`config.mk`:
```
export PLATFORM = sky130hd
export DESIGN_NAME = iq_polarity_config_bank
export DESIGN_NICKNAME = d
export VERILOG_FILES = /design/src/design/iq_pol_pkg.sv /design/src/design/iq_polarity_stage.sv /design/src/design/iq_polarity_config_bank.sv
export SDC_FILE = /design/constraint.sdc
export NUM_CORES = 1
export LEC_CHECK = 0
export BUFFER_PORTS_ARGS = -buffer_cell sky130_fd_sc_hd__buf_2
export CAP_MARGIN = 20
export CORE_UTILIZATION = 25
export DETAILED_ROUTE_END_ITERATION = 8
export PLACE_DENSITY = 0.52
export REMOVE_ABC_BUFFERS = 1
export SLEW_MARGIN = 10
export SYNTH_ARGS = -nofsm -noshare
export SYNTH_HDL_FRONTEND = slang
export SYNTH_SLANG_ARGS = --single-unit
```
`constraint.sdc`:
```
create_clock -name CLOCK_IN -period 7.1 [get_ports CLOCK_IN]
set_input_delay 1.42 -clock CLOCK_IN [delete_from_list [all_inputs] [get_ports CLOCK_IN]]
set_output_delay 1.42 -clock CLOCK_IN [all_outputs]
set_load 0.02 [all_outputs]
```
`src/design/iq_pol_pkg.sv`:
```
// ****************************************************************
// Shared constants of the configuration register bank
// ****************************************************************
package iq_pol_pkg;

  // ****************************************************************
  // Widths
  // ****************************************************************
  localparam int unsigned REG_W = 16;
  localparam int unsigned ADDR_W = 8;
  localparam int unsigned SAMPLE_W = 16;
  localparam int unsigned NUM_REGS = 10;
  localparam int unsigned NUM_CHANS = 2;

  // ****************************************************************
  // Register offsets
  // ****************************************************************
  localparam logic [7:0] ADDR_RESTART = 8'h00;
  localparam logic [7:0] ADDR_ENABLES = 8'h01;
  localparam logic [7:0] ADDR_WHOLE_DIV = 8'h02;
  localparam logic [7:0] ADDR_FRAC_NUM = 8'h03;
  localparam logic [7:0] ADDR_FRAC_MOD = 8'h04;
  localparam logic [7:0] ADDR_PD_MASK = 8'h10;
  localparam logic [7:0] ADDR_CHARGE_PUMP = 8'h20;
  localparam logic [7:0] ADDR_PHASE_DET = 8'h21;
  localparam logic [7:0] ADDR_OSC = 8'h22;
  localparam logic [7:0] ADDR_RF_SWITCH = 8'h23;
  localparam logic [7:0] ADDR_MOD_CTRL0 = 8'h32;

  // ****************************************************************
  // Storage slot of each register inside the bank
  // ****************************************************************
  localparam int unsigned IDX_ENABLES = 0;
  localparam int unsigned IDX_WHOLE_DIV = 1;
  localparam int unsigned IDX_FRAC_NUM = 2;
  localparam int unsigned IDX_FRAC_MOD = 3;
  localparam int unsigned IDX_PD_MASK = 4;
  localparam int unsigned IDX_CHARGE_PUMP = 5;
  localparam int unsigned IDX_PHASE_DET = 6;
  localparam int unsigned IDX_OSC = 7;
  localparam int unsigned IDX_RF_SWITCH = 8;
  localparam int unsigned IDX_MOD_CTRL0 = 9;

  // ****************************************************************
  // Values after reset
  // ****************************************************************
  localparam logic [15:0] RST_ENABLES = 16'hFE7F;
  localparam logic [15:0] RST_WHOLE_DIV = 16'h002C;
  localparam logic [15:0] RST_FRAC_NUM = 16'h0128;
  localparam logic [15:0] RST_FRAC_MOD = 16'h0600;
  localparam logic [15:0] RST_PD_MASK = 16'hFE7F;
  localparam logic [15:0] RST_CHARGE_PUMP = 16'h0C26;
  localparam logic [15:0] RST_PHASE_DET = 16'h0003;
  localparam logic [15:0] RST_OSC = 16'h2A03;
  localparam logic [15:0] RST_RF_SWITCH = 16'h0000;
  localparam logic [15:0] RST_MOD_CTRL0 = 16'h0900;

  // Bits 15:12 of the modulator control word are reserved and read zero
  localparam logic [15:0] MASK_MOD_CTRL0 = 16'h0FFF;
  localparam logic [15:0] MASK_FULL = 16'hFFFF;

  // ****************************************************************
  // Field positions and encodings
  // ****************************************************************
  localparam int unsigned RESTART_BIT = 0;
  localparam int unsigned POL_W = 2;
  localparam int unsigned IPOL_LSB = 8;
  localparam int unsigned QPOL_LSB = 10;
  localparam logic [1:0] IPOL_NORMAL = 2'h1;
  localparam logic [1:0] IPOL_INVERT = 2'h2;
  localparam logic [1:0] QPOL_NORMAL = 2'h2;
  localparam logic [1:0] QPOL_INVERT = 2'h1;

  // ****************************************************************
  // Bank tables, one entry per storage slot
  // ****************************************************************
  localparam logic [7:0] BANK_ADDR [NUM_REGS] = '{
    ADDR_ENABLES, ADDR_WHOLE_DIV, ADDR_FRAC_NUM, ADDR_FRAC_MOD, ADDR_PD_MASK,
    ADDR_CHARGE_PUMP, ADDR_PHASE_DET, ADDR_OSC, ADDR_RF_SWITCH, ADDR_MOD_CTRL0};
  localparam logic [15:0] BANK_RST [NUM_REGS] = '{
    RST_ENABLES, RST_WHOLE_DIV, RST_FRAC_NUM, RST_FRAC_MOD, RST_PD_MASK,
    RST_CHARGE_PUMP, RST_PHASE_DET, RST_OSC, RST_RF_SWITCH, RST_MOD_CTRL0};
  localparam logic [15:0] BANK_MASK [NUM_REGS] = '{
    MASK_FULL, MASK_FULL, MASK_FULL, MASK_FULL, MASK_FULL,
    MASK_FULL, MASK_FULL, MASK_FULL, MASK_FULL, MASK_MOD_CTRL0};

endpackage

```
`src/design/iq_polarity_stage.sv`:
```
`timescale 1ns/1ps
`default_nettype none
// ****************************************************************
// Registered sign stage for the in-phase and quadrature samples
// ****************************************************************
module iq_polarity_stage (
  // Clock and reset
  input wire logic clk_in,
  input wire logic srst_in,
  // Samples in
  input wire logic [iq_pol_pkg::NUM_CHANS-1:0][iq_pol_pkg::SAMPLE_W-1:0] data_in,
  input wire logic valid_in,
  input wire logic [iq_pol_pkg::NUM_CHANS-1:0] invert_in,
  // Samples out
  output logic [iq_pol_pkg::NUM_CHANS-1:0][iq_pol_pkg::SAMPLE_W-1:0] data_out,
  output logic valid_out
);
  import iq_pol_pkg::*;

  localparam logic [SAMPLE_W-1:0] MOST_NEG = {1'b1, {(SAMPLE_W-1){1'b0}}};
  localparam logic [SAMPLE_W-1:0] MOST_POS = {1'b0, {(SAMPLE_W-1){1'b1}}};

  logic valid_q;

  // ****************************************************************
  // Per channel negation, saturating the one value with no opposite
  // ****************************************************************
  for (genvar c = 0; c < NUM_CHANS; c++) begin : g_chan
    logic [SAMPLE_W-1:0] neg_d;
    logic [SAMPLE_W-1:0] sel_d;
    logic [SAMPLE_W-1:0] data_q;
    assign neg_d = (data_in[c] == MOST_NEG) ? MOST_POS : SAMPLE_W'(-data_in[c]);
    assign sel_d = invert_in[c] ? neg_d : data_in[c];
    // Holds the last sample between valid strobes
    always_ff @(posedge clk_in) begin
      if (srst_in) begin
        data_q <= '0;
      end else if (valid_in) begin
        data_q <= sel_d;
      end
    end
    assign data_out[c] = data_q;
  end

  // Valid follows the samples by one cycle
  always_ff @(posedge clk_in) begin
    if (srst_in) begin
      valid_q <= 1'b0;
    end else begin
      valid_q <= valid_in;
    end
  end
  assign valid_out = valid_q;

endmodule
`default_nettype wire

```
`src/design/iq_polarity_config_bank.sv`:
```
`timescale 1ns/1ps
`default_nettype none
// Operation
// RULE1: In-phase polarity field at control word bits 9:8
// RULE2: Quadrature polarity field at bits 11:10, independent
// RULE3: In-phase: 1 normal, 2 inverted
// RULE4: Quadrature: 2 normal, 1 inverted
// RULE5: Reset leaves both polarity fields at normal
module iq_polarity_config_bank (
  // Clock and reset
  input wire logic CLOCK_IN,
  input wire logic SRST_IN,
  // Register access port
  input wire logic [iq_pol_pkg::ADDR_W-1:0] REG_ADDR_IN,
  input wire logic [iq_pol_pkg::REG_W-1:0] REG_WDATA_IN,
  input wire logic REG_WR_IN,
  input wire logic REG_RD_IN,
  output logic [iq_pol_pkg::REG_W-1:0] REG_RDATA_OUT,
  output logic REG_RVALID_OUT,
  // Baseband samples in
  input wire logic [iq_pol_pkg::SAMPLE_W-1:0] I_DATA_IN,
  input wire logic [iq_pol_pkg::SAMPLE_W-1:0] Q_DATA_IN,
  input wire logic SAMPLE_VALID_IN,
  // Baseband samples out
  output logic [iq_pol_pkg::SAMPLE_W-1:0] I_DATA_OUT,
  output logic [iq_pol_pkg::SAMPLE_W-1:0] Q_DATA_OUT,
  output logic SAMPLE_VALID_OUT,
  // Polarity state
  output logic I_INVERTED_OUT,
  output logic Q_INVERTED_OUT,
  // Configuration words toward the analog blocks
  output logic [iq_pol_pkg::REG_W-1:0] BLOCK_ENABLES_OUT,
  output logic [iq_pol_pkg::REG_W-1:0] WHOLE_DIVIDER_OUT,
  output logic [iq_pol_pkg::REG_W-1:0] FRACTION_NUMERATOR_OUT,
  output logic [iq_pol_pkg::REG_W-1:0] FRACTION_MODULUS_OUT,
  output logic [iq_pol_pkg::REG_W-1:0] POWER_DOWN_MASK_OUT,
  output logic [iq_pol_pkg::REG_W-1:0] CHARGE_PUMP_OUT,
  output logic [iq_pol_pkg::REG_W-1:0] PHASE_DETECTOR_OUT,
  output logic [iq_pol_pkg::REG_W-1:0] OSCILLATOR_OUT,
  output logic [iq_pol_pkg::REG_W-1:0] RF_SWITCH_ATTEN_OUT
);
  import iq_pol_pkg::*;

  // ****************************************************************
  // Declarations
  // ****************************************************************
  logic [REG_W-1:0] bank_q [NUM_REGS];
  logic [NUM_REGS-1:0] slot_hit;
  logic [NUM_REGS-1:0] slot_wr;
  logic [NUM_REGS-1:0][REG_W-1:0] slot_word;
  logic [NUM_REGS-1:0][REG_W-1:0] read_term;
  logic restart_addr_hit;
  logic restart_hit;
  logic any_hit;
  logic [REG_W-1:0] read_mux;
  logic [REG_W-1:0] rdata_q;
  logic [REG_W-1:0] rdata_d;
  logic rvalid_q;
  logic [POL_W-1:0] in_phase_polarity_sel;
  logic [POL_W-1:0] quadrature_polarity_sel;
  logic i_invert_d;
  logic q_invert_d;
  logic i_inv_q;
  logic q_inv_q;
  logic [NUM_CHANS-1:0] chan_invert;
  logic [NUM_CHANS-1:0][SAMPLE_W-1:0] chan_data_in;
  logic [NUM_CHANS-1:0][SAMPLE_W-1:0] chan_data_out;

  // ****************************************************************
  // Software restart decode
  // ****************************************************************
  // A write to the restart register with bit 0 set returns every
  // stored register to its value after reset on the next edge.
  // Writes with bit 0 clear have no effect; the register reads zero.
  assign restart_addr_hit = REG_WR_IN && (REG_ADDR_IN == ADDR_RESTART);
  assign restart_hit = restart_addr_hit && REG_WDATA_IN[RESTART_BIT];

  // ****************************************************************
  // Register storage, one slot per mapped word
  // ****************************************************************
  for (genvar r = 0; r < NUM_REGS; r++) begin : g_slot
    // Offset match of this slot, shared by the write and read paths
    assign slot_hit[r] = (REG_ADDR_IN == BANK_ADDR[r]);
    assign slot_wr[r] = REG_WR_IN && slot_hit[r];
    // Reserved bits are masked away so they always store zero
    assign slot_word[r] = REG_WDATA_IN & BANK_MASK[r];
    // Read contribution, zero unless this slot is addressed
    assign read_term[r] = slot_hit[r] ? bank_q[r] : '0;
    // Restart wins over any write presented in the same cycle
    always_ff @(posedge CLOCK_IN) begin
      if (SRST_IN || restart_hit) begin
        bank_q[r] <= BANK_RST[r]; // RULE5
      end else if (slot_wr[r]) begin
        bank_q[r] <= slot_word[r];
      end
    end
  end

  assign any_hit = |slot_hit;

  // ****************************************************************
  // Read path
  // ****************************************************************
  // Slots have distinct offsets, so at most one term is non-zero;
  // the OR is taken bit by bit across all slots
  for (genvar b = 0; b < REG_W; b++) begin : g_read_bit
    logic [NUM_REGS-1:0] bit_terms;
    for (genvar r = 0; r < NUM_REGS; r++) begin : g_term
      assign bit_terms[r] = read_term[r][b];
    end
    assign read_mux[b] = |bit_terms;
  end

  // Restart register and unmapped offsets read as zero
  assign rdata_d = any_hit ? read_mux : '0;

  // ****************************************************************
  // Read answer registers
  // ****************************************************************
  // Not cleared by a soft restart, only by the reset pin
  // Read data is held until the next read strobe
  always_ff @(posedge CLOCK_IN) begin
    if (SRST_IN) begin
      rdata_q <= '0;
    end else if (REG_RD_IN) begin
      rdata_q <= rdata_d;
    end
  end

  // Read valid marks the cycle after each read strobe
  always_ff @(posedge CLOCK_IN) begin
    if (SRST_IN) begin
      rvalid_q <= 1'b0;
    end else begin
      rvalid_q <= REG_RD_IN;
    end
  end

  assign REG_RDATA_OUT = rdata_q;
  assign REG_RVALID_OUT = rvalid_q;

  // ****************************************************************
  // Polarity field extraction and decode
  // ****************************************************************
  // In-phase selector sits in bits 9:8 of the modulator control word
  assign in_phase_polarity_sel = bank_q[IDX_MOD_CTRL0][IPOL_LSB +: POL_W]; // RULE1
  // Quadrature selector sits in bits 11:10, decoded on its own
  assign quadrature_polarity_sel = bank_q[IDX_MOD_CTRL0][QPOL_LSB +: POL_W]; // RULE2

  // Only the invert code flips a channel; codes 0 and 3 leave it normal
  assign i_invert_d = (in_phase_polarity_sel == IPOL_INVERT); // RULE3
  assign q_invert_d = (quadrature_polarity_sel == QPOL_INVERT); // RULE4

  // ****************************************************************
  // Polarity state registers
  // ****************************************************************
  // Registered in-phase state, driven out on I_INVERTED_OUT and not readable through the register port
  always_ff @(posedge CLOCK_IN) begin
    if (SRST_IN) begin
      i_inv_q <= 1'b0; // RULE5
    end else begin
      i_inv_q <= i_invert_d; // RULE3
    end
  end

  // Registered quadrature state, kept apart from the in-phase one
  always_ff @(posedge CLOCK_IN) begin
    if (SRST_IN) begin
      q_inv_q <= 1'b0; // RULE5
    end else begin
      q_inv_q <= q_invert_d; // RULE4
    end
  end

  assign I_INVERTED_OUT = i_inv_q;
  assign Q_INVERTED_OUT = q_inv_q;

  // ****************************************************************
  // Baseband sign stage
  // ****************************************************************
  // Channel 0 carries in-phase, channel 1 carries quadrature; the
  // decoded inversion is used directly so a change takes effect on
  // the first sample after the write edge.
  // The state flags lag this path by one cycle, so they change on
  // the same edge as the first output sample with the new sign.
  assign chan_invert = {q_invert_d, i_invert_d}; // RULE2
  assign chan_data_in = {Q_DATA_IN, I_DATA_IN};

  iq_polarity_stage u_stage (
    .clk_in(CLOCK_IN),
    .srst_in(SRST_IN),
    .data_in(chan_data_in),
    .valid_in(SAMPLE_VALID_IN),
    .invert_in(chan_invert),
    .data_out(chan_data_out),
    .valid_out(SAMPLE_VALID_OUT)
  );

  assign I_DATA_OUT = chan_data_out[0];
  assign Q_DATA_OUT = chan_data_out[1];

  // ****************************************************************
  // Configuration words, each straight from its storage slot
  // ****************************************************************
  assign BLOCK_ENABLES_OUT = bank_q[IDX_ENABLES];
  assign WHOLE_DIVIDER_OUT = bank_q[IDX_WHOLE_DIV];
  assign FRACTION_NUMERATOR_OUT = bank_q[IDX_FRAC_NUM];
  assign FRACTION_MODULUS_OUT = bank_q[IDX_FRAC_MOD];
  assign POWER_DOWN_MASK_OUT = bank_q[IDX_PD_MASK];

  // Loop, oscillator and input switch settings
  assign CHARGE_PUMP_OUT = bank_q[IDX_CHARGE_PUMP];
  assign PHASE_DETECTOR_OUT = bank_q[IDX_PHASE_DET];
  assign OSCILLATOR_OUT = bank_q[IDX_OSC];
  assign RF_SWITCH_ATTEN_OUT = bank_q[IDX_RF_SWITCH];

endmodule
`default_nettype wire

```
==> results of run 1 <==
layer usage:
layer  vias to the layer above  GRT usage (%)  wire length [um]
met4                         0           5.87              1220
met5                         -              0                 0
met3                        70           3.74              2680
met2                       418           29.8             18200
met1                      4059           26.1             17500
li1                       3701              -                 -
synthesized netlist by cell type (all sizes together), types with 19 or more instances:
master | n | area [um2]
dfxtp | 52 | 1040
nand3 | 29 | 145
buf | 42 | 264
edfxtp | 156 | 4680
and2 | 68 | 425
nor3 | 21 | 110
mux2i | 19 | 190
nand2 | 50 | 190
clkbuf | 35 | 131
nor2 | 64 | 248
and3 | 29 | 181
or2 | 29 | 181
o21ai | 40 | 204
a211oi | 25 | 188
cell type report:
cell class / count / area (um2) / area share [%]
diodes: 2 / 5.00 / 0.0398
clock buffers: 32 / 673 / 5.36
clock inverters: 13 / 213 / 1.69
inverters: 17 / 63.8 / 0.508
multi-input cells: 577 / 3820 / 30.4
flip-flops and latches: 208 / 5730 / 45.6
well taps: 518 / 648 / 5.16
repair buffers: 272 / 1420 / 11.3
kinds of logic (layout without fill, tap and decap cells):
| logic type | count (synthesis) | in the layout | synth area share, % |
|---|---|---|---|
| AO/OA/AOI/OAI | 164 | 164 | 12.0 |
| XOR/XNOR | 23 | 23 | 2.03 |
| adder cells (fa/ha/maj) | 2 | 2 | 0.252 |
| buffers and inverters | 94 | 334 | 4.62 |
| flip-flops | 208 | 208 | 57.6 |
| multiplexers | 33 | 33 | 3.61 |
| other | 0 | 2 | 0 |
| AND/OR/NAND/NOR | 355 | 355 | 19.9 |
worst max-delay path by stage:
| stage | startpoint | endpoint | slack (ns) | cells past startpoint |
|---|---|---|---|---|
| 2_1_floorplan | REG_ADDR_IN[4] | bank_q[1][16] | 2.28 | 4 |
| 3_3_place_gp | REG_ADDR_IN[1] | bank_q[1][4] | 2.30 | 4 |
| 3_5_place_dp | REG_ADDR_IN[0] | bank_q[3][29] | 2.22 | 7 |
| 4_1_cts | REG_ADDR_IN[0] | bank_q[3][29] | 2.84 | 7 |
| 5_1_grt | REG_ADDR_IN[0] | bank_q[3][27] | 2.58 | 7 |
| 6_report | REG_ADDR_IN[0] | bank_q[3][2] | 2.75 | 7 |
power by group through the flow:
stage | combinational, W | clock [W] | sequential [W]
final | 0.000354 | 0.00141 | 0.00142
after floorplan | 0.0000999 | 0 | 0.00150
after CTS | 0.000355 | 0.00143 | 0.00142
after detailed placement | 0.000354 | 0 | 0.00144
after global routing | 0.000377 | 0.00147 | 0.00142
after global placement | 0.000350 | 0 | 0.00144
sequential cells by signal (all words and copies together) (netlist names):
| signal | flops |
|---|---|
| REG_RVALID_OUT | 1 |
| Q_INVERTED_OUT | 1 |
| bank_q | 156 |
| u_stage.valid_out | 1 |
| REG_RDATA_OUT | 16 |
| I_INVERTED_OUT | 1 |
| u_stage.g_chan.data_q | 32 |
worst max-delay path: cells and delay by family:
family / cells / cell delay, ns
AOI/OAI and AO/OA: 1 / 0.34
and+or+nand+nor: 4 / 1.88
buffers and inverters: 2 / 1.05
stage by stage:
stage	total power (W)	area, um2
final	0.00318	12600
after global routing	0.00327	12600
after CTS	0.00320	12500
after detailed placement	0.00180	11600
after global placement	0.00179	11600
after floorplan	0.00160	9550
==> impl_metrics.csv, run 1 <==
group,metric,value,unit
power_and_ir_drop,power_density,253,mW/mm2
final_layout,syn_to_final_growth,26.4,%
sta,setup_ws,2.75,ns
critical_path,worstSetupEndpointType,"register",
sta,setup-violations-final,0,
floorplan,rows,72,
floorplan,core,0.0389,mm2
detailed_routing,vias,8248,
detailed_routing,drt-vias-per-instance,5.03,
yosys,yosysWarnings,0,
sta,tns,0,ns
sta,fmax,0.230,GHz
sta,finalCriticalPeriod,4.35,ns
critical_path,critical-path-max-stage-delay,1.01,ns
final_layout,fin_util,32.3,%
critical_path,cp.arrival,4.78,ns
critical_path,crit_type,"in -> reg",
power_and_ir_drop,pwr-share-comb,11.1,%
detailed_routing,first_pass_iters,5,
power_and_ir_drop,intPower,0.00233,W
sta,rsz0062_at_grt,"false",
final_layout,layout_common_cells,"buf_2, edfxtp_1, and2_1",
power_and_ir_drop,clkPwrFrac,44.3,%
critical_path,crit_path_max_fanout,74,
critical_path,path_cells,"buf_4, nor4_2, a311oi_4, buf_4, nand2_1, nor2_1, and2_1",
floorplan,dieArea,0.0406,mm2
clocking,clockBufferDepth,3,
final_layout,fin_cells,1639,
grt,grt_overflow_total,0,
yosys,synth.avg_cell_area,11.3,um2
worst_hold_path,hold_path_class,"reg -> reg",
critical_path,crit_required,7.52,ns
clocking,post_cts_resized,0,
clocking,cts_setup_buffers,0,
clocking,root_buffer,"clkbuf_16",
yosys,synth.distinct_cells,69,
floorplan,initial_core_util,25.6,%
job,maxCapViolCount,0,
power_and_ir_drop,p_leak,4.76,nW
grt,antenna_found_initial,1,
clocking,insertion_delay,0.56,ns
detailed_routing,postRouteAntennaNets,0,
status,run_status,"finished, final reports clean",
yosys,ys_ff_latch,208,
yosys,ys.flop_type,"edfxtp_1",
power_and_ir_drop,p_seq_share,44.6,%
detailed_routing,remaining_drc_errors,0,
critical_path,ff2ff_path_depth,5,
grt,grt_pass1_vias,7902,
floorplan,die_w,201,um
clocking,numCtsBuffers,26,
critical_path,r2r_slack,4.97,ns
final_layout,layout.nets,1165,
grt,grtUsageTotal,18.9,%
critical_path,worstSetupStartpointType,"input port",
clocking,clkTransAtPathRegs,0.06,ns
yosys,async_reset_ff_share,0,%
worst_hold_path,hold_end,"REG_RDATA_OUT[11]",
placed_design,dp_slack,2.22,ns
yosys,synthCells,879,
detailed_routing,drt_iter0_markers,846,
placed_design,hpwl,28.0,mm
worst_hold_path,holdPathStages,2,
floorplan,pin_count,257,
worst_hold_path,hold_start,"REG_RDATA_OUT[11]",
final_layout,drive_gt1_share,33.0,%
critical_path,rr_endpoint,"u_stage.g_chan[0].data_q[1]",
clocking,htreeDepth,1,
critical_path,crit_slowest_cell,"nor2_1",
detailed_routing,finalWirelength,39.5,mm
final_layout,final_common_cell,"buf_2",
floorplan,die_y,201,um
power_and_ir_drop,power_switching,0.000848,W
yosys,synth_edf_count,156,
sta,drv_slew,0,
sta,worst_slew_pin_slew,1.15,ns
sta,slew_headroom,23.2,%
power_and_ir_drop,netSwitchingFraction,26.7,%
critical_path,worst_path_most_repeated_cell,"buf_4",
critical_path,worstReg2RegStart,"bank_q[4][25]",
placed_design,place_congestion,0.809,
detailed_routing,avgRoutedWirePerCell,24.1,um
placed_design,dp_cells,1589,
yosys,yosysSeqAreaShare,57.6,%
grt,grt_pass1_wl,56.3,mm
yosys,synth_area,0.00995,mm2
grt,grt_max_degree,75,
clocking,ctsHoldBuffers,0,
sta,final.setup_skew,0.0124,ns
sta,hold_violations,0,
final_layout,nFillCells,4001,
power_and_ir_drop,vdd_drop_max,164,uV
sta,period_share,61.3,%
placed_design,io_buffers,256,
clocking,cts.sinks,208,
sta,whs,0.442,ns
clocking,tritoncts,"built",
(Power assumes the default switching activity.)
==> run 2: changes to the inputs <==
--- a/config.mk
+++ b/config.mk
@@ -5,6 +5,7 @@
 export SDC_FILE = /design/constraint.sdc
 export NUM_CORES = 1
 export LEC_CHECK = 0
+export ABC_AREA = 1
 export BUFFER_PORTS_ARGS = -buffer_cell sky130_fd_sc_hd__buf_2
 export CAP_MARGIN = 20
 export CORE_UTILIZATION = 25
==> constraint.sdc (replaced) <==
create_clock -name CLOCK_IN -period 4.12 [get_ports CLOCK_IN]
set_input_delay 0.824 -clock CLOCK_IN [delete_from_list [all_inputs] [get_ports CLOCK_IN]]
set_output_delay 0.824 -clock CLOCK_IN [all_outputs]
set_load 0.02 [all_outputs]
==> run 2 against run 1 <==
  * Combinational power grew 54%
  * Synthesized cell count rose by 31%
  * Via count is 6.5% higher
  * Wire length shrank 8.8%
  * Clock power is 60% higher
  * Critical path depth is 3 higher
  * Synthesized area is 0.36% higher
  * Die area increased by 0.36%
  * Cell count increased by 17%
  * Count of clock-buffer cells in the layout is 1 lower
==> impl_metrics.csv, run 2 <==
group,metric,value,unit
critical_path,r2r_slack,2.09,ns
yosys,synth_area,0.00998,mm2
clocking,post_cts_resized,0,
clocking,ctsHoldBuffers,0,
clocking,insertion_delay,0.55,ns
detailed_routing,drt_iter0_markers,837,
power_and_ir_drop,p_leak,5.49,nW
yosys,ys_ff_latch,208,
grt,grt_pass1_wl,52.9,mm
yosys,ys.flop_type,"edfxtp_1",
floorplan,initial_core_util,25.6,%
grt,grt_max_degree,65,
detailed_routing,finalWirelength,36.1,mm
final_layout,diodes,0,
final_layout,layout_common_cells,"buf_2, nand2_1, nor2_1",
final_layout,regMostFlops,"bank_q",
clocking,cts_setup_buffers,0,
placed_design,io_buffers,256,
clocking,clockBufferDepth,3,
critical_path,crit_path_max_fanout,64,
job,maxCapViolCount,0,
clocking,clkTransAtPathRegs,0.06,ns
clocking,root_buffer,"clkbuf_16",
critical_path,worstSetupStartpointType,"input port",
grt,grt_overflow_total,0,
sta,finalCriticalPeriod,2.41,ns
critical_path,cp.arrival,2.70,ns
yosys,synthCells,1151,
grt,antenna_found_initial,0,
yosys,synth_top_area_share,46.9,%
sta,setup-violations-final,0,
sta,slew_headroom,28.8,%
detailed_routing,postRouteAntennaNets,0,
power_and_ir_drop,vdd_drop_max,333,uV
final_layout,layout.nets,1442,
final_layout,final_common_cell,"buf_2",
sta,final.setup_skew,0.0235,ns
detailed_routing,remaining_drc_errors,0,
placed_design,dp_cells,1869,
sta,worst_slew_pin_slew,1.06,ns
grt,grt_pass1_vias,8365,
sta,hold_violations,0,
detailed_routing,vias,8786,
floorplan,dieArea,0.0407,mm2
yosys,synth.avg_cell_area,8.67,um2
yosys,synth.distinct_cells,31,
placed_design,place_congestion,0.858,
status,run_status,"finished, final reports clean",
detailed_routing,drt-vias-per-instance,4.59,
clocking,tritoncts,"built",
clocking,numCtsBuffers,26,
clocking,htreeDepth,1,
floorplan,die_w,202,um
yosys,yosysWarnings,0,
final_layout,syn_to_final_growth,24.7,%
yosys,async_reset_ff_share,0,%
sta,period_share,58.5,%
critical_path,crit_type,"in -> reg",
sta,drv_slew,0,
yosys,synth.most_common_cell,"nand2_1",
final_layout,largest_register_ffs,156,
clocking,cts.sinks,208,
floorplan,die_y,202,um
yosys,yosysSeqAreaShare,57.4,%
yosys,synth_edf_count,156,
floorplan,rows,72,
grt,grtUsageTotal,17.4,%
yosys,yosys-top-cells-area,"edfxtp_1, dfxtp_1, nand2_1",
floorplan,core,0.0390,mm2
yosys,netlist_top_cells_count,"nand2_1, nor2_1, nand3_1",
final_layout,drive_gt1_share,24.9,%
sta,fmax,0.415,GHz
critical_path,worstSetupEndpointType,"register",
yosys,yosysTopAreaCell,"edfxtp_1",
sta,rsz0062_at_grt,"false",
sta,tns,0,ns
detailed_routing,first_pass_iters,5,
floorplan,pin_count,257,
final_layout,fin_cells,1914,
detailed_routing,avgRoutedWirePerCell,18.8,um
power_and_ir_drop,power_density,420,mW/mm2
placed_design,hpwl,26.8,mm
critical_path,crit_required,4.41,ns
worst_hold_path,hold_path_class,"reg -> reg",
==> run 2: area by class of cell <==
type	instances	area, um2
tap	518	648
timing repair buffer	273	1410
sequential	208	5730
clock buffer	31	669
clock inverter	14	154
inverter	106	398
multi-input combinational	764	3450
fill	4164	26600
==> run 2: metal layers <==
metal | part of all wire, % | global-route usage (%) | up-vias
met4 | 2.5 | 4.68 | 0
met2 | 47 | 29.0 | 353
met1 | 43 | 22.9 | 4169
met3 | 6.8 | 3.37 | 54
li1 | - | - | 4210
met5 | 0 | 0 | -
==> run 2: report_power, final <==
part           internal [W]  switching, W
clock               0.00134      0.000906
sequential          0.00236     0.0000786
combinational      0.000145      0.000400
total               0.00384       0.00138
==> run 2: path summary, 6_finish.rpt <==
kind	from	cells after the start	end
hold / removal	REG_RDATA_OUT[7]	2	REG_RDATA_OUT[7]
hold reg to reg	REG_RDATA_OUT[7]	2	REG_RDATA_OUT[7]
setup reg to reg	bank_q[4][27]	8	u_stage.g_chan[1].data_q[15]
setup / recovery	REG_ADDR_IN[6]	10	bank_q[1][26]
==> run 2: critical path: stages <==
cell	delay, ns
buf_2	0.11
inv_2	0.05
nand2_2	0.10
nor2_4	0.20
buf_4	0.54
nand2_1	0.16
inv_1	0.17
nand3_2	0.29
inv_1	0.18
nand2_1	0.07
==> run 2: kinds of logic after synthesis <==
| logic type | synth area share [%] |
|---|---|
| compound gates | 4.40 |
| xor+xnor | 1.49 |
| fa+ha+maj | 0.251 |
| buf+inv | 8.13 |
| flops | 57.4 |
| simple gates | 28.4 |
==> run 2: stage by stage <==
stage	utilization [%]	worst slack, ns	power [W]	area, um2	hold slack, ns
after floorplan	-	0.614	0.00275	9570	0.533
after global placement	29.8	1.18	0.00303	11600	0.452
after detailed placement	29.8	1.13	0.00303	11600	0.454
after CTS	31.9	1.70	0.00529	12500	0.463
after global routing	31.9	1.53	0.00540	12500	0.473
final	31.9	1.71	0.00523	12500	0.461
